**src/inc/ems_pkg.sv**
```systemverilog
// Constants and types for the error message interrupt and stream table register bank.
// Assumes a 12-bit byte address space with one 32-bit word per register.
package ems_pkg;
    localparam int PA_W = 56;
    localparam int GERR_W = 11;
    localparam int ATTR_W = 6;
    localparam logic [11:0] OFS_CTRL0 = 12'h020;
    localparam logic [11:0] OFS_CTRL0_ACK = 12'h024;
    localparam logic [11:0] OFS_CTRL1 = 12'h028;
    localparam logic [11:0] OFS_IRQ_CTRL = 12'h050;
    localparam logic [11:0] OFS_IRQ_ACK = 12'h054;
    localparam logic [11:0] OFS_GERR = 12'h060;
    localparam logic [11:0] OFS_GERR_ACK = 12'h064;
    localparam logic [11:0] OFS_TGT_LO = 12'h068;
    localparam logic [11:0] OFS_TGT_HI = 12'h06C;
    localparam logic [11:0] OFS_PAYLOAD = 12'h070;
    localparam logic [11:0] OFS_ATTR = 12'h074;
    localparam logic [11:0] OFS_STB_LO = 12'h080;
    localparam logic [11:0] OFS_STB_HI = 12'h084;
    localparam logic [11:0] OFS_STCFG = 12'h088;
    localparam int TGT_LSB = 2;
    localparam int STB_LSB = 6;
    localparam int RA_HI_BIT = 30;
    localparam int MT_LSB = 0;
    localparam int SH_LSB = 4;
    localparam int T_ATTR_LSB = 6;
    localparam int FMT_LSB = 16;
    localparam int SPLIT_LSB = 6;
    localparam int L2S_LSB = 0;
    localparam int CTRL_EN_BIT = 0;
    localparam logic [GERR_W-1:0] GERR_DEF_MASK = 11'h7FD;
    localparam logic [1:0] FMT_LINEAR = 2'h0;
    localparam logic [1:0] FMT_TWO_LEVEL = 2'h1;
    localparam logic [1:0] SH_NON = 2'h0;
    localparam logic [1:0] SH_RSVD = 2'h1;
    localparam logic [1:0] SH_OUTER = 2'h2;
    localparam logic [1:0] SH_INNER = 2'h3;
    localparam logic [1:0] MT_DEVICE_TOP = 2'h0;
    localparam logic [7:0] LIN_ALIGN_ADD = 8'h05;
    localparam logic [7:0] TWO_MIN_BIT = 8'h05;
    localparam logic [7:0] TWO_ADD = 8'h02;
    localparam logic [31:0] RST_WORD = 32'h0;
    localparam logic [PA_W-1:0] RST_ADDR = 56'h0;
    typedef enum logic {MSI_IDLE, MSI_BUSY} ems_msi_state_type;
endpackage

```
**src/inc/ems_msi_if.sv**
```systemverilog
// Carries one message write request from the register bank to the write issuer.
// Assumes both ends share one clock.
`timescale 1ns/1ns
interface ems_msi_if;
    logic req;
    logic busy;
    logic [55:0] addr;
    logic [31:0] data;
    logic [3:0] memtype;
    logic [1:0] share;
    modport ctrl(output req, output addr, output data, output memtype, output share,
        input busy);
    modport issuer(input req, input addr, input data, input memtype, input share,
        output busy);
endinterface

```
**src/core/ems_msi_writer.sv**
```systemverilog
// Issues the global error message write and resolves its shareability.
// Assumes the interconnect holds ready low while it cannot take the write.
`timescale 1ns/1ns
module ems_msi_writer
    import ems_pkg::*;
(
    input wire logic clk_i,
    input wire logic rst_n_i,
    ems_msi_if.issuer msi,
    input wire logic msi_ready_i,
    output logic msi_valid_o,
    output logic [PA_W-1:0] msi_addr_o,
    output logic [31:0] msi_data_o,
    output logic [3:0] msi_memtype_o,
    output logic [1:0] msi_share_o
);
    ems_msi_state_type state_q;

    // Device types force outer shareable; the reserved code acts as non-shareable.
    function automatic logic [1:0] eff_share(input logic [3:0] mt, input logic [1:0] sh);
        if (mt[3:2] == MT_DEVICE_TOP) begin // [RULE10]
            return SH_OUTER;
        end
        return (sh == SH_RSVD) ? SH_NON : sh; // [RULE9]
    endfunction

    assign msi.busy = (state_q == MSI_BUSY);

    always_ff @(posedge clk_i or negedge rst_n_i) begin
        if (!rst_n_i) begin
            state_q <= MSI_IDLE;
        end else begin
            unique case (state_q)
                MSI_IDLE: if (msi.req) state_q <= MSI_BUSY;
                MSI_BUSY: if (msi_ready_i) state_q <= MSI_IDLE;
            endcase
        end
    end

    always_ff @(posedge clk_i or negedge rst_n_i) begin
        if (!rst_n_i) begin
            msi_valid_o <= 1'b0;
        end else if (state_q == MSI_IDLE) begin
            msi_valid_o <= msi.req;
        end else if (msi_ready_i) begin
            msi_valid_o <= 1'b0;
        end
    end

    always_ff @(posedge clk_i or negedge rst_n_i) begin
        if (!rst_n_i) begin
            msi_addr_o <= RST_ADDR;
            msi_data_o <= RST_WORD;
            msi_memtype_o <= 4'h0;
            msi_share_o <= SH_NON;
        end else if (state_q == MSI_IDLE && msi.req) begin
            msi_addr_o <= {msi.addr[PA_W-1:TGT_LSB], 2'h0}; // [RULE1]
            msi_data_o <= msi.data; // [RULE22]
            msi_memtype_o <= msi.memtype;
            msi_share_o <= eff_share(msi.memtype, msi.share);
        end
    end

    chk_share_resolved: assert property (@(posedge clk_i) disable iff (!rst_n_i) // [RULE9]
        msi_valid_o |-> msi_share_o != SH_RSVD)
        else $error("reserved shareability issued");
    chk_device_outer: assert property (@(posedge clk_i) disable iff (!rst_n_i) // [RULE10]
        msi_valid_o && msi_memtype_o[3:2] == MT_DEVICE_TOP |-> msi_share_o == SH_OUTER)
        else $error("device write not outer shareable");
    chk_valid_held: assert property (@(posedge clk_i) disable iff (!rst_n_i) // [RULE22]
        msi_valid_o && !msi_ready_i |=> msi_valid_o && $stable(msi_data_o))
        else $error("message write dropped before ready");
endmodule

```
**src/core/ems_regs.sv**
```systemverilog
// Register bank for the global error message interrupt and the stream table base.
// Assumes a single-cycle register port master and a memory side that takes writes by ready.
//
// Decided for this implementation: the address-and-strobe port.
`timescale 1ns/1ns
// What this block does
// [RULE1] Target address holds bits 55:2; bits 1:0 of the write address are zero.
// [RULE2] Address bits above the output address size read as zero, not stored.
// [RULE3] A zero target address sends no message; a wired interrupt may signal instead.
// [RULE4] Interrupt configuration writes are ignored while the error interrupt is enabled.
// [RULE5] Target address is writable only when enable and its acknowledge are clear.
// [RULE6] Payload and attributes are writable only when enable and acknowledge are clear.
// [RULE7] Without message support the three registers read zero and ignore writes.
// [RULE8] Payload is a full 32-bit word sent as the message data.
// [RULE9] Shareability 00 non, 10 outer, 11 inner; 01 behaves as non-shareable.
// [RULE10] A device memory type ignores shareability and writes outer shareable.
// [RULE11] Memory type bits 3:0 use the stream table entry attribute encoding.
// [RULE12] Bit 62 of the table base is the read-allocate hint for table reads.
// [RULE13] Table base holds bits 55:6; other address bits are zero.
// [RULE14] Linear format aligns the base by clearing bits up to size plus five.
// [RULE15] Two-level format clears bits up to max of five and size minus split plus two.
// [RULE16] Alignment uses the programmed size exponent, never a clamped one.
// [RULE17] Table base writes are ignored while translation is enabled.
// [RULE18] Table base is read-only when preset, else writable with enable and ack clear.
// [RULE19] Preset tables reset hint and base to chosen values, otherwise undefined.
// [RULE20] Table read cacheability and shareability come from the second control register.
// [RULE21] The error acknowledge register changes only by software writes.
// [RULE22] A new global error with enable and nonzero target sends one payload write.
module ems_regs
    import ems_pkg::*;
#(
    parameter bit MSI_SUPPORT = 1'b1,
    parameter bit TABLES_PRESET = 1'b0,
    parameter int OUTPUT_ADDRESS_SIZE = 48,
    parameter logic [PA_W-1:0] PRESET_BASE = 56'h0,
    parameter bit PRESET_RA = 1'b0,
    parameter logic [31:0] PRESET_CFG = 32'h0
) (
    input wire logic clk_i,
    input wire logic rst_n_i,
    input wire logic [11:0] reg_addr_i,
    input wire logic [31:0] reg_wdata_i,
    input wire logic reg_wr_i,
    input wire logic reg_rd_i,
    output logic [31:0] reg_rdata_o,
    input wire logic [GERR_W-1:0] gerr_event_i,
    input wire logic msi_ready_i,
    output logic msi_valid_o,
    output logic [PA_W-1:0] msi_addr_o,
    output logic [31:0] msi_data_o,
    output logic [3:0] msi_memtype_o,
    output logic [1:0] msi_share_o,
    output logic gerr_wired_irq_o,
    output logic translation_en_o,
    output logic [PA_W-1:0] strtab_base_o,
    output logic strtab_ra_o,
    output logic [ATTR_W-1:0] strtab_attr_o
);
    if (OUTPUT_ADDRESS_SIZE < 32 || OUTPUT_ADDRESS_SIZE > PA_W) begin : g_bad_oas
        $error("output address size out of range");
    end

    localparam logic [PA_W-1:0] OAS_MASK = {PA_W{1'b1}} >> (PA_W - OUTPUT_ADDRESS_SIZE);

    logic rst_s1_q;
    logic rst_n_q;
    logic ten_q;
    logic ten_ack_q;
    logic [ATTR_W-1:0] ctrl1_q;
    logic irq_en_q;
    logic irq_ack_q;
    logic [GERR_W-1:0] gerr_q;
    logic [GERR_W-1:0] gerr_ack_q;
    logic [PA_W-1:0] tgt_q;
    logic [31:0] payload_q;
    logic [5:0] attr_q;
    logic [PA_W-1:0] stb_q;
    logic ra_q;
    logic [1:0] fmt_q;
    logic [4:0] split_q;
    logic [5:0] l2s_q;
    logic pend_q;
    logic irq_open;
    logic stb_open;
    logic [GERR_W-1:0] new_act;
    logic [31:0] rd_mux;

    ems_msi_if msi_bus();

    always_ff @(posedge clk_i or negedge rst_n_i) begin
        if (!rst_n_i) begin
            rst_s1_q <= 1'b0;
            rst_n_q <= 1'b0;
        end else begin
            rst_s1_q <= 1'b1;
            rst_n_q <= rst_s1_q;
        end
    end

    function automatic logic wr_hit(input logic [11:0] a, input logic w, input logic [11:0] ofs);
        return w && (a == ofs);
    endfunction

    // Kept-bit mask of the effective table base for the programmed format and size.
    function automatic logic [PA_W-1:0] align_keep(input logic [1:0] fmt,
        input logic [5:0] l2s, input logic [4:0] split);
        logic [7:0] top;
        logic [PA_W-1:0] keep;
        top = 8'({2'h0, l2s}) + LIN_ALIGN_ADD; // [RULE14] [RULE16]
        keep = '0;
        if (fmt == FMT_TWO_LEVEL) begin // [RULE15]
            if ({2'h0, l2s} > 8'({3'h0, split}) + 8'h03) begin
                top = 8'({2'h0, l2s}) - 8'({3'h0, split}) + TWO_ADD;
            end else begin
                top = TWO_MIN_BIT;
            end
        end
        for (int i = 0; i < PA_W; i++) begin
            keep[i] = (8'(i) > top);
        end
        return keep;
    endfunction

    assign irq_open = MSI_SUPPORT && !irq_en_q && !irq_ack_q; // [RULE4] [RULE5] [RULE6] [RULE7]
    assign stb_open = !TABLES_PRESET && !ten_q && !ten_ack_q; // [RULE17] [RULE18]
    assign new_act = gerr_event_i & GERR_DEF_MASK & ~(gerr_q ^ gerr_ack_q);

    // Enables and their acknowledges; an acknowledge follows its enable one cycle later.
    always_ff @(posedge clk_i or negedge rst_n_q) begin
        if (!rst_n_q) begin
            ten_q <= 1'b0;
            ten_ack_q <= 1'b0;
            irq_en_q <= 1'b0;
            irq_ack_q <= 1'b0;
            ctrl1_q <= '0;
        end else begin
            ten_ack_q <= ten_q;
            irq_ack_q <= irq_en_q;
            if (wr_hit(reg_addr_i, reg_wr_i, OFS_CTRL0)) ten_q <= reg_wdata_i[CTRL_EN_BIT];
            if (wr_hit(reg_addr_i, reg_wr_i, OFS_IRQ_CTRL)) irq_en_q <= reg_wdata_i[CTRL_EN_BIT];
            if (wr_hit(reg_addr_i, reg_wr_i, OFS_CTRL1)) begin
                ctrl1_q <= reg_wdata_i[T_ATTR_LSB +: ATTR_W];
            end
        end
    end

    // Error status toggles only for errors not already active.
    always_ff @(posedge clk_i or negedge rst_n_q) begin
        if (!rst_n_q) begin
            gerr_q <= '0;
            gerr_ack_q <= '0;
        end else begin
            gerr_q <= gerr_q ^ new_act;
            if (wr_hit(reg_addr_i, reg_wr_i, OFS_GERR_ACK)) begin // [RULE21]
                gerr_ack_q <= reg_wdata_i[GERR_W-1:0] & GERR_DEF_MASK;
            end
        end
    end

    always_ff @(posedge clk_i or negedge rst_n_q) begin
        if (!rst_n_q) begin
            tgt_q <= RST_ADDR;
            payload_q <= RST_WORD;
            attr_q <= '0;
        end else if (irq_open) begin
            if (wr_hit(reg_addr_i, reg_wr_i, OFS_TGT_LO)) begin // [RULE1] [RULE2]
                tgt_q[31:0] <= {reg_wdata_i[31:TGT_LSB], 2'h0} & OAS_MASK[31:0];
            end
            if (wr_hit(reg_addr_i, reg_wr_i, OFS_TGT_HI)) begin
                tgt_q[PA_W-1:32] <= reg_wdata_i[PA_W-33:0] & OAS_MASK[PA_W-1:32];
            end
            if (wr_hit(reg_addr_i, reg_wr_i, OFS_PAYLOAD)) payload_q <= reg_wdata_i; // [RULE8]
            if (wr_hit(reg_addr_i, reg_wr_i, OFS_ATTR)) attr_q <= reg_wdata_i[5:0]; // [RULE11]
        end
    end

    always_ff @(posedge clk_i or negedge rst_n_q) begin
        if (!rst_n_q) begin
            stb_q <= TABLES_PRESET ? (PRESET_BASE & OAS_MASK & ~56'h3F) : RST_ADDR; // [RULE19]
            ra_q <= TABLES_PRESET ? PRESET_RA : 1'b0;
            fmt_q <= TABLES_PRESET ? PRESET_CFG[FMT_LSB +: 2] : FMT_LINEAR;
            split_q <= TABLES_PRESET ? PRESET_CFG[SPLIT_LSB +: 5] : 5'h0;
            l2s_q <= TABLES_PRESET ? PRESET_CFG[L2S_LSB +: 6] : 6'h0;
        end else if (stb_open) begin
            if (wr_hit(reg_addr_i, reg_wr_i, OFS_STB_LO)) begin // [RULE13]
                stb_q[31:0] <= {reg_wdata_i[31:STB_LSB], 6'h0};
            end
            if (wr_hit(reg_addr_i, reg_wr_i, OFS_STB_HI)) begin // [RULE2] [RULE12]
                stb_q[PA_W-1:32] <= reg_wdata_i[PA_W-33:0] & OAS_MASK[PA_W-1:32];
                ra_q <= reg_wdata_i[RA_HI_BIT];
            end
            if (wr_hit(reg_addr_i, reg_wr_i, OFS_STCFG)) begin
                fmt_q <= reg_wdata_i[FMT_LSB +: 2];
                split_q <= reg_wdata_i[SPLIT_LSB +: 5];
                l2s_q <= reg_wdata_i[L2S_LSB +: 6];
            end
        end
    end

    // Pending message; a new activation wins over the hand-off to the issuer.
    always_ff @(posedge clk_i or negedge rst_n_q) begin
        if (!rst_n_q) begin
            pend_q <= 1'b0;
        end else if (MSI_SUPPORT && irq_en_q && (tgt_q != RST_ADDR) && (|new_act)) begin
            pend_q <= 1'b1; // [RULE3] [RULE22]
        end else if (!msi_bus.busy) begin
            pend_q <= 1'b0;
        end
    end

    assign msi_bus.req = pend_q && !msi_bus.busy;
    assign msi_bus.addr = tgt_q;
    assign msi_bus.data = payload_q;
    assign msi_bus.memtype = attr_q[MT_LSB +: 4];
    assign msi_bus.share = attr_q[SH_LSB +: 2];

    ems_msi_writer u_ems_msi_writer (
        .clk_i(clk_i),
        .rst_n_i(rst_n_q),
        .msi(msi_bus),
        .msi_ready_i(msi_ready_i),
        .msi_valid_o(msi_valid_o),
        .msi_addr_o(msi_addr_o),
        .msi_data_o(msi_data_o),
        .msi_memtype_o(msi_memtype_o),
        .msi_share_o(msi_share_o)
    );

    always_comb begin
        rd_mux = RST_WORD;
        unique case (reg_addr_i)
            OFS_CTRL0: rd_mux = {31'h0, ten_q};
            OFS_CTRL0_ACK: rd_mux = {31'h0, ten_ack_q};
            OFS_CTRL1: rd_mux = {20'h0, ctrl1_q, 6'h0};
            OFS_IRQ_CTRL: rd_mux = {31'h0, irq_en_q};
            OFS_IRQ_ACK: rd_mux = {31'h0, irq_ack_q};
            OFS_GERR: rd_mux = {21'h0, gerr_q};
            OFS_GERR_ACK: rd_mux = {21'h0, gerr_ack_q};
            OFS_TGT_LO: rd_mux = MSI_SUPPORT ? tgt_q[31:0] : RST_WORD; // [RULE7]
            OFS_TGT_HI: rd_mux = MSI_SUPPORT ? {8'h0, tgt_q[PA_W-1:32]} : RST_WORD;
            OFS_PAYLOAD: rd_mux = MSI_SUPPORT ? payload_q : RST_WORD;
            OFS_ATTR: rd_mux = MSI_SUPPORT ? {26'h0, attr_q} : RST_WORD;
            OFS_STB_LO: rd_mux = stb_q[31:0];
            OFS_STB_HI: rd_mux = {1'b0, ra_q, 6'h0, stb_q[PA_W-1:32]};
            OFS_STCFG: rd_mux = {14'h0, fmt_q, 5'h0, split_q, l2s_q};
            default: rd_mux = RST_WORD;
        endcase
    end

    always_ff @(posedge clk_i or negedge rst_n_q) begin
        if (!rst_n_q) begin
            reg_rdata_o <= RST_WORD;
        end else begin
            reg_rdata_o <= reg_rd_i ? rd_mux : RST_WORD;
        end
    end

    // Table read attributes and the aligned effective base for the walker.
    always_ff @(posedge clk_i or negedge rst_n_q) begin
        if (!rst_n_q) begin
            strtab_base_o <= RST_ADDR;
            strtab_ra_o <= 1'b0;
            strtab_attr_o <= '0;
            translation_en_o <= 1'b0;
            gerr_wired_irq_o <= 1'b0;
        end else begin
            strtab_base_o <= stb_q & align_keep(fmt_q, l2s_q, split_q); // [RULE14] [RULE15]
            strtab_ra_o <= ra_q; // [RULE12]
            strtab_attr_o <= ctrl1_q; // [RULE20]
            translation_en_o <= ten_q;
            gerr_wired_irq_o <= irq_en_q && (!MSI_SUPPORT || tgt_q == RST_ADDR)
                && (|(gerr_q ^ gerr_ack_q)); // [RULE3]
        end
    end

    chk_tgt_oas_zero: assert property (@(posedge clk_i) disable iff (!rst_n_q) // [RULE2]
        (tgt_q & ~OAS_MASK) == RST_ADDR && tgt_q[1:0] == 2'h0)
        else $error("target holds bits beyond address size");
    chk_zero_tgt_quiet: assert property (@(posedge clk_i) disable iff (!rst_n_q) // [RULE3]
        $rose(pend_q) |-> $past(tgt_q) != RST_ADDR && $past(irq_en_q))
        else $error("message pending with zero target or disabled");
    chk_guard_tgt: assert property (@(posedge clk_i) disable iff (!rst_n_q) // [RULE5]
        (reg_wr_i && (irq_en_q || irq_ack_q)) |=> $stable(tgt_q))
        else $error("target changed while guarded");
    chk_guard_cfg: assert property (@(posedge clk_i) disable iff (!rst_n_q) // [RULE6]
        (reg_wr_i && !irq_open) |=> $stable(payload_q) && $stable(attr_q))
        else $error("payload or attributes changed while guarded");
    chk_payload_read: assert property (@(posedge clk_i) disable iff (!rst_n_q) // [RULE7]
        reg_rd_i && reg_addr_i == OFS_PAYLOAD
        |=> reg_rdata_o == (MSI_SUPPORT ? $past(payload_q) : RST_WORD))
        else $error("payload read value wrong");
    chk_base_align: assert property (@(posedge clk_i) disable iff (!rst_n_q) // [RULE13]
        strtab_base_o[5:0] == 6'h0 && (strtab_base_o & ~$past(stb_q)) == RST_ADDR)
        else $error("effective base not aligned");
    chk_stb_guard: assert property (@(posedge clk_i) disable iff (!rst_n_q) // [RULE18]
        (reg_wr_i && !stb_open) |=> $stable(stb_q) && $stable(ra_q))
        else $error("table base changed while guarded");
    chk_ack_kept: assert property (@(posedge clk_i) disable iff (!rst_n_q) // [RULE21]
        !wr_hit(reg_addr_i, reg_wr_i, OFS_GERR_ACK) |=> $stable(gerr_ack_q))
        else $error("acknowledge changed without a write");
    chk_msi_issue: assert property (@(posedge clk_i) disable iff (!rst_n_q) // [RULE22]
        msi_bus.req |=> msi_valid_o && msi_data_o == $past(payload_q))
        else $error("pending message not issued");

    // Registered copies and read paths follow their sources by one cycle.
    chk_irq_ack_lag: assert property (@(posedge clk_i) disable iff (!rst_n_q) // [RULE5]
        1'b1 |=> irq_ack_q == $past(irq_en_q))
        else $error("interrupt acknowledge not lagging enable");
    chk_ten_ack_lag: assert property (@(posedge clk_i) disable iff (!rst_n_q) // [RULE18]
        1'b1 |=> ten_ack_q == $past(ten_q))
        else $error("translation acknowledge not lagging enable");
    chk_ten_follow: assert property (@(posedge clk_i) disable iff (!rst_n_q) // [RULE17]
        1'b1 |=> translation_en_o == $past(ten_q))
        else $error("translation enable output wrong");
    chk_msi_target: assert property (@(posedge clk_i) disable iff (!rst_n_q) // [RULE1]
        $rose(msi_valid_o) |-> msi_addr_o == $past(tgt_q))
        else $error("message address differs from target");
    chk_stb_zero: assert property (@(posedge clk_i) disable iff (!rst_n_q) // [RULE2] [RULE13]
        (stb_q & ~OAS_MASK) == RST_ADDR && stb_q[5:0] == 6'h0)
        else $error("table base holds cleared bits");
    chk_ra_follow: assert property (@(posedge clk_i) disable iff (!rst_n_q) // [RULE12]
        1'b1 |=> strtab_ra_o == $past(ra_q))
        else $error("read-allocate output wrong");
    chk_attr_follow: assert property (@(posedge clk_i) disable iff (!rst_n_q) // [RULE20]
        1'b1 |=> strtab_attr_o == $past(ctrl1_q))
        else $error("table attribute output wrong");
    chk_wired_gate: assert property (@(posedge clk_i) disable iff (!rst_n_q) // [RULE3]
        gerr_wired_irq_o |-> $past(irq_en_q) && (!MSI_SUPPORT || $past(tgt_q) == RST_ADDR))
        else $error("wired interrupt with a message target");
    chk_tgt_read: assert property (@(posedge clk_i) disable iff (!rst_n_q) // [RULE7]
        reg_rd_i && reg_addr_i == OFS_TGT_LO
        |=> reg_rdata_o == (MSI_SUPPORT ? $past(tgt_q[31:0]) : RST_WORD))
        else $error("target read value wrong");
    chk_ack_read: assert property (@(posedge clk_i) disable iff (!rst_n_q) // [RULE21]
        reg_rd_i && reg_addr_i == OFS_GERR_ACK |=> reg_rdata_o == {21'h0, $past(gerr_ack_q)})
        else $error("acknowledge read value wrong");

    cov_msi_sent: cover property (@(posedge clk_i) disable iff (!rst_n_q)
        msi_valid_o && msi_ready_i);
    cov_two_level: cover property (@(posedge clk_i) disable iff (!rst_n_q)
        fmt_q == FMT_TWO_LEVEL && stb_q != RST_ADDR);
    cov_guarded_wr: cover property (@(posedge clk_i) disable iff (!rst_n_q)
        wr_hit(reg_addr_i, reg_wr_i, OFS_PAYLOAD) && irq_en_q);
    cov_wired: cover property (@(posedge clk_i) disable iff (!rst_n_q) gerr_wired_irq_o);
    cov_stb_guarded: cover property (@(posedge clk_i) disable iff (!rst_n_q)
        wr_hit(reg_addr_i, reg_wr_i, OFS_STB_LO) && ten_q);
endmodule

```
**config.mk**
```make
export PLATFORM = sky130hd
export DESIGN_NAME = ems_regs
export DESIGN_NICKNAME = d
export VERILOG_FILES = /design/src/inc/ems_pkg.sv /design/src/inc/ems_msi_if.sv /design/src/core/ems_msi_writer.sv /design/src/core/ems_regs.sv
export SDC_FILE = /design/constraint.sdc
export NUM_CORES = 1
export LEC_CHECK = 0
export BUFFER_PORTS_ARGS = -buffer_cell sky130_fd_sc_hd__buf_4
export CELL_PAD_IN_SITES_DETAIL_PLACEMENT = 2
export CELL_PAD_IN_SITES_GLOBAL_PLACEMENT = 2
export CORE_AREA = 2 2 191 193
export DETAILED_ROUTE_END_ITERATION = 16
export DIE_AREA = 0 0 193 195
export GPL_ROUTABILITY_DRIVEN = 0
export PLACE_DENSITY = 0.95
export SLEW_MARGIN = 20
export SYNTH_ARGS = -nofsm -noshare
export SYNTH_HDL_FRONTEND = slang
export SYNTH_SLANG_ARGS = --single-unit
```
**constraint.sdc**
```tcl
create_clock -name clk_i -period 32 [get_ports clk_i]
set_input_delay 4.8 -clock clk_i [delete_from_list [all_inputs] [get_ports clk_i]]
set_output_delay 4.8 -clock clk_i [all_outputs]
set_load 0.02 [all_outputs]
```
==> Yosys cells after proc, flatten, opt, wreduce, memory -nomap -nowiden <==
Index checks and enable logic that the tools add are counted.
{ "classes": {"n_eq_ne": 18, "reduce_logical": 36, "bitwise": 6, "n_mux": 16, "magnitude_cmp": 57, "add_sub_neg": 4} }
{ "op_table": {"columns": ["cell", "n"], "rows": [
  ["32-bit case mux with 14 select lines", 1],
  ["6-bit by 8-bit greater-than comparator with 1-bit output (first input constant)", 24],
  ["5-bit by 8-bit greater-than comparator with 1-bit output (first input constant)", 16],
  ["12-bit by 7-bit == test with 1-bit output (second input constant)", 8],
  ["4-bit by 8-bit greater-than comparator with 1-bit output (first input constant)", 8],
  ["48-bit by 56-bit bitwise AND with 56-bit output", 1],
  ["56-bit zero test", 1],
  ["56-bit nonzero test", 1],
  ["12-bit by 6-bit == test with 1-bit output (second input constant)", 3],
  ["12-bit by 8-bit == test with 1-bit output (second input constant)", 3],
  ["3-bit by 8-bit greater-than comparator with 1-bit output (first input constant)", 4],
  ["32-bit two-way mux", 1],
  ["11-bit OR reduction", 2],
  ["11-bit XOR", 2],
  ["1-bit logical AND", 19],
  ["1-bit by 8-bit greater-than comparator with 1-bit output (first input constant)", 2],
  ["2-bit by 8-bit greater-than comparator with 1-bit output (first input constant)", 2],
  ["8-bit two-way mux", 2],
  ["2-bit AND reduction", 7],
  ["11-bit bitwise AND", 1],
  ["11-bit NOT", 1],
  ["7-bit by 3-bit adder with 8-bit output (second input constant)", 1],
  ["1-bit two-way mux", 8],
  ["6-bit by 3-bit adder with 7-bit output (second input constant)", 1],
  ["other kinds (10)", 18]
]} }
{ "word_totals": {"input_bits": 60, "reg_bits": 356} }

==> Logic depth before layout (Yosys ltp) <==
{ "logic_depth": {"word_depth": 6, "depth_mapped": 14, "depth_no_buf": 13} }

==> Modules after synthesis <==
Synthesis repeated with hierarchy kept, for this count alone.
{ "hier_totals": {"hier_cells": 1097, "area_unflattened_um2": 15084.5} }
{ "modules_own_cells": {"columns": ["module", "area_each_um2", "cells_per_inst", "n_inst"], "rows": [
  ["ems_regs", 11299.6, 891, 1],
  ["ems_msi_writer", 3784.9, 206, 1]
]} }

==> Worst setup path before layout <==
No wires, ideal clock.
{ "synth_timing": {"kind": "input port to flip-flop", "from": "in reg_addr_i[11]", "to": "reg stb_q[39]", "path_stages": 9, "setup_slack_ps": 25102, "t_arrival_ps": 6773, "t_required_ps": 31875, "setup_time_ps": 125, "path_buffers": 2, "cell_sequence": "nor4_1 > nand2_1 > nor2_1 > nand2_1 > nor2_1 > and2_1 > buf_2 > buf_2 > mux2_2"} }
{ "synth_via": {"elab_chain_len": 3} }
{ "synth_rtl": {"columns": ["element", "line", "text"], "rows": [
  ["from (decl)", "ems_regs.sv:41", "input wire logic [11:0] reg_addr_i,"],
  ["12-bit by 8-bit == test with 1-bit output", "ems_regs.sv:101", "return w && (a == ofs);"],
  ["1-bit logical AND", "ems_regs.sv:101", null],
  ["2-bit AND reduction (no line)", null, null],
  ["to (signal assigned)", "ems_regs.sv:179", "stb_q <= TABLES_PRESET ? (PRESET_BASE & OAS_MASK & ~56'h3F) : RST_ADDR;"],
  ["to (signal, indexed assignment)", "ems_regs.sv:189", "stb_q[PA_W-1:32] <= reg_wdata_i[PA_W-33:0] & OAS_MASK[PA_W-1:32];"],
  ["to (decl)", "ems_regs.sv:77", "logic [PA_W-1:0] stb_q;"]
]} }
No other way between the ends.
A chain may end at the register's enable or synchronous reset.

==> Worst setup path in the final report <==
{ "layout_timing": {"from": "in reg_addr_i[11]", "to": "reg ra_q"} }
{ "layout_via": {"elab_chain_len": 3} }
{ "layout_rtl": {"columns": ["element", "line", "text"], "rows": [
  ["12-bit by 8-bit == test with 1-bit output", "ems_regs.sv:101", null],
  ["1-bit logical AND", "ems_regs.sv:101", null],
  ["2-bit AND reduction (no line)", null, null],
  ["to (signal assigned)", "ems_regs.sv:180", "ra_q <= TABLES_PRESET ? PRESET_RA : 1'b0;"],
  ["to (signal assigned)", "ems_regs.sv:190", "ra_q <= reg_wdata_i[RA_HI_BIT];"],
  ["to (decl)", "ems_regs.sv:78", "logic ra_q;"]
]} }
No other way between the ends.

==> impl_results.md <==
- Outcome: completed
- Worst endpoint data arrival time: 8.55 ns
- Reg power frac: 47.2%
- Minimum clock period after layout: 8.13 ns
- Count of different cell masters after synthesis: 65
- Net switching power: 217 µW
- Count of buffering cells on the critical path with inverters included: 1
- Share of power burned in combinational logic: 3.4%
- Total via count in the routed design: 11,600
- Area post-placement: 16,600 µm²
- Antenna violations before repair: 5
- Portion of total power attributed to the clock network: 49.4%
- Layout area overhead: 23.6%
- Buffer cell driving the clock tree root: clkbuf_16
- TritonCTS clock tree: done
- Detailed-routed wire length on met3: 5580 µm
- Final critical-path share of the clock period: 25.4%
- Detailed placement HPWL: 40,600 µm
- Floorplan Core Area: 35,400 µm²
- Post-synthesis sequential area ratio: 58.9%
- Number of detailed-route iterations in the first pass: 6
- EDFF count, synth: 0
- Number of cells upsized or downsized after cts: 0
- CTS hold repair buffers: 0
- Nature of the critical path startpoint: input port
- Die width: 193 µm
- Max-Slew Margin vs Limit: 19.0%
- Cell type group with the largest total delay on the critical path: simple AND/OR/NAND/NOR gates
- Max FO, Critical Path: 18
- Library cell occupying the most area in the post-synthesis netlist: dfrtp_1
- CTS clk-pin slew, worst paths: 0.06 ns
- Final hold slack: 0.362 ns
- Top cell type's share of synthesized area: 58.9%
- Number of rows created at floorplan: 69
- Finished Layout Cells: 1,808
- Number of hold violations in the final report: 0
- Via count of the first global-routing pass: 13,000
- Fraction of layout instances using a drive strength above 1: 41.0%
- Critical path required time: 32.41 ns
- Most frequent CP cell: nand2_1
- Critical path capture point type: flop
- Crit path largest cell delay: 1.03 ns
- Placed cell count: 1,740
- Post-CTS Repair Setup Buffers: 0
- Commonest cells after routing, fill and taps aside: dfrtp_1 (340), buf_4 (242), mux2_2 (239)
- Top routing layer used: met5
- Max Root-Sink Buffers: 3
- Power per standard cell area: 51.6 nW/µm²
- Maximum clock frequency: 123 MHz
- Number of input and output port buffers inserted: 226
- Worst setup skew after layout: 0.0309 ns
- Sum Neg Setup Slack: 0 ns
- Fraction of power spent switching nets: 23.5%
- Leading cell types by total area after synthesis: dfrtp_1 (59%), mux2_2 (19%), a222oi_1 (2.2%)
- Internal power: 706 µW
- Kind of critical path: in2reg
- Static leakage: 0.00911 µW
- Global-route congestion overflow total: 0
- Ordered list of cells on the worst path: buf_4 > nor4_1 > nand2_1 > nor2_1 > nand2_1 > nor2_2 > and2_1 > mux2_2
- Initial standard-cell utilization of the core: 40.9%
- RSZ-0062 raised after global routing: false
- Dominant synthesized flop cell: dfrtp_1
- Slowest CP cell: and2_1
- Final setup violating endpoints: 0
- Number of maximum-capacitance constraint violations: 0
- Final instance area: 17,900 µm²
- Detailed router's first-iteration violation count: 1,585
- Overall die area: 37,600 µm²
- Met1 layer wirelength in the final routing: 25,000 µm
- Routed wire per std cell: 36.8 µm
- Slew Limit Fails: 0
- Maximum number of pins on one net before global-route repair: 80
- Worst voltage drop across the vdd grid: 33.5 µV
- Most common library cell in the layout ignoring fill and taps: dfrtp_1
- Measured slew at the worst slew-check pin: 1.21 ns
- Number of clock sinks seen by CTS: 341
- DIE HEIGHT: 195 µm
- Aggregate global-route resource usage: 35.8%
- Number of H-tree levels: 2
- Post-route DRC violation count: 0
- Synth warnings: 0
- Drt via density: 6.41
- Clock Latency Late Sink: 0.54 ns
- Post-synth ARST share: 100%
- Sum of met2 wire segment lengths after detailed routing: 32,100 µm
- Total clock buffers created by CTS: 38
- Mean post-synth cell area: 13.3 µm²
- Final ANT Viol Nets: 0
- Class of the worst hold path: reg2async
- Boundary Pins: 252
- Post-synthesis register bit count: 341
- Final #Nets: 1,395
- Cell area after synthesis: 14,500 µm²
- Wirelength, routed: 66,500 µm
- Post-Synthesis Cells: 1,087
- Global-route wire length before repair: 96,900 µm
-- logic make-up after synthesis --
group | share of synthesized area (%)
flops | 58.9
mux | 19.4
compound gates | 9.11
simple gates | 6.19
buf+inv | 3.39
xor+xnor | 1.57
fa+ha+maj | 1.35
other cells | 0.0519
-- registers in the layout, summed over array words and instances, names as in the netlist, 2 cells and up --
register                        cells
reg_rdata_o                        32
attr_q                              6
stb_q                              42
ctrl1_q                             6
fmt_q                               2
u_ems_msi_writer.msi_memtype_o      4
u_ems_msi_writer.msi_data_o        32
strtab_attr_o                       6
u_ems_msi_writer.msi_share_o        2
gerr_ack_q                         10
gerr_q                             10
split_q                             5
msi_bus.addr                       46
strtab_base_o                      42
u_ems_msi_writer.msi_addr_o        46
l2s_q                               6
msi_bus.data                       32
-- layout make-up --
type / instances / area [µm²]
fill: 3391 / 17500
sequential: 341 / 8540
multi-input combinational: 667 / 5610
timing repair buffer: 244 / 1840
clock buffer: 53 / 1070
tap: 461 / 577
clock inverter: 10 / 164
inverter: 28 / 105
antenna: 4 / 10.0
-- Yosys cell counts, types with 3 or more instances --
cell	count
xor2_1	4
a221oi_1	8
buf_4	24
a22o_1	10
nor4_1	15
o21a_1	3
xnor2_1	15
buf_1	13
buf_2	3
o21bai_1	3
nand3_1	3
nand2_1	44
a222oi_1	32
nand4_1	11
a21oi_1	25
nor3b_1	4
and3_1	15
a211oi_1	5
and2_1	6
mux2_2	239
dfrtp_1	341
nor3_1	7
ha_1	14
o31ai_1	4
nor2_1	53
a31oi_1	14
nand3b_1	3
a22oi_1	25
clkbuf_1	32
nor2b_1	4
o21ai_0	26
mux2i_1	12
inv_1	28
-- metrics by stage --
| step | utilization, % | setup WS [ns] | power [µW] |
|---|---|---|---|
| after detailed placement | 47.0 | 23.61 | 472 |
| after global routing | 50.6 | 23.85 | 945 |
| after CTS | 50.5 | 23.90 | 924 |
| after floorplan | - | 21.79 | 458 |
| after global placement | 47.0 | 23.77 | 470 |
| final | 50.6 | 23.87 | 923 |
-- worst register-to-register path, stage by stage (launching register included) --
cell and delay, ns:
dfrtp_1 0.52, inv_1 0.13, ha_1 0.26, nor3_1 0.26
xnor2_1 0.14, ha_1 0.23, a2111oi_0 0.88, a2111oi_0 0.28
a21oi_1 0.91, o21ai_0 0.61, a21oi_1 0.42, a211oi_1 0.16
-- metal layers --
layer,vias to the layer above,track usage [%]
met2,821,58.2
met1,6095,44.7
li1,4419,-
met5,-,0
met4,8,17.4
met3,252,8.55
-- power groups by stage --
stage                     Combinational, µW  Clock (µW)  Sequential, µW
after floorplan                        9.86           0             448
after global placement                 27.4           0             443
after global routing                   33.0         476             435
after detailed placement               29.2           0             443
final                                  31.3         456             435
after CTS                              30.5         458             435
-- path summary, 6_finish.rpt --
| kind | start | to | slack [ns] | depth (start not counted) |
|---|---|---|---|---|
| max | reg_addr_i[11] | ra_q | 23.87 | 8 |
| min | rst_n_q | u_ems_msi_writer.msi_data_o[19] | 0.36 | 0 |
| max reg2reg | split_q[0] | strtab_base_o[25] | 27.01 | 11 |
| min reg2reg | rst_n_q | u_ems_msi_writer.msi_data_o[19] | 0.36 | 0 |
| max in group asynchronous | rst_n_i | rst_n_q | 27.85 | 1 |
| min in group clk_i | rst_s1_q | rst_n_q | 0.38 | 0 |
Note: power is estimated with default switching activity, not from simulation.
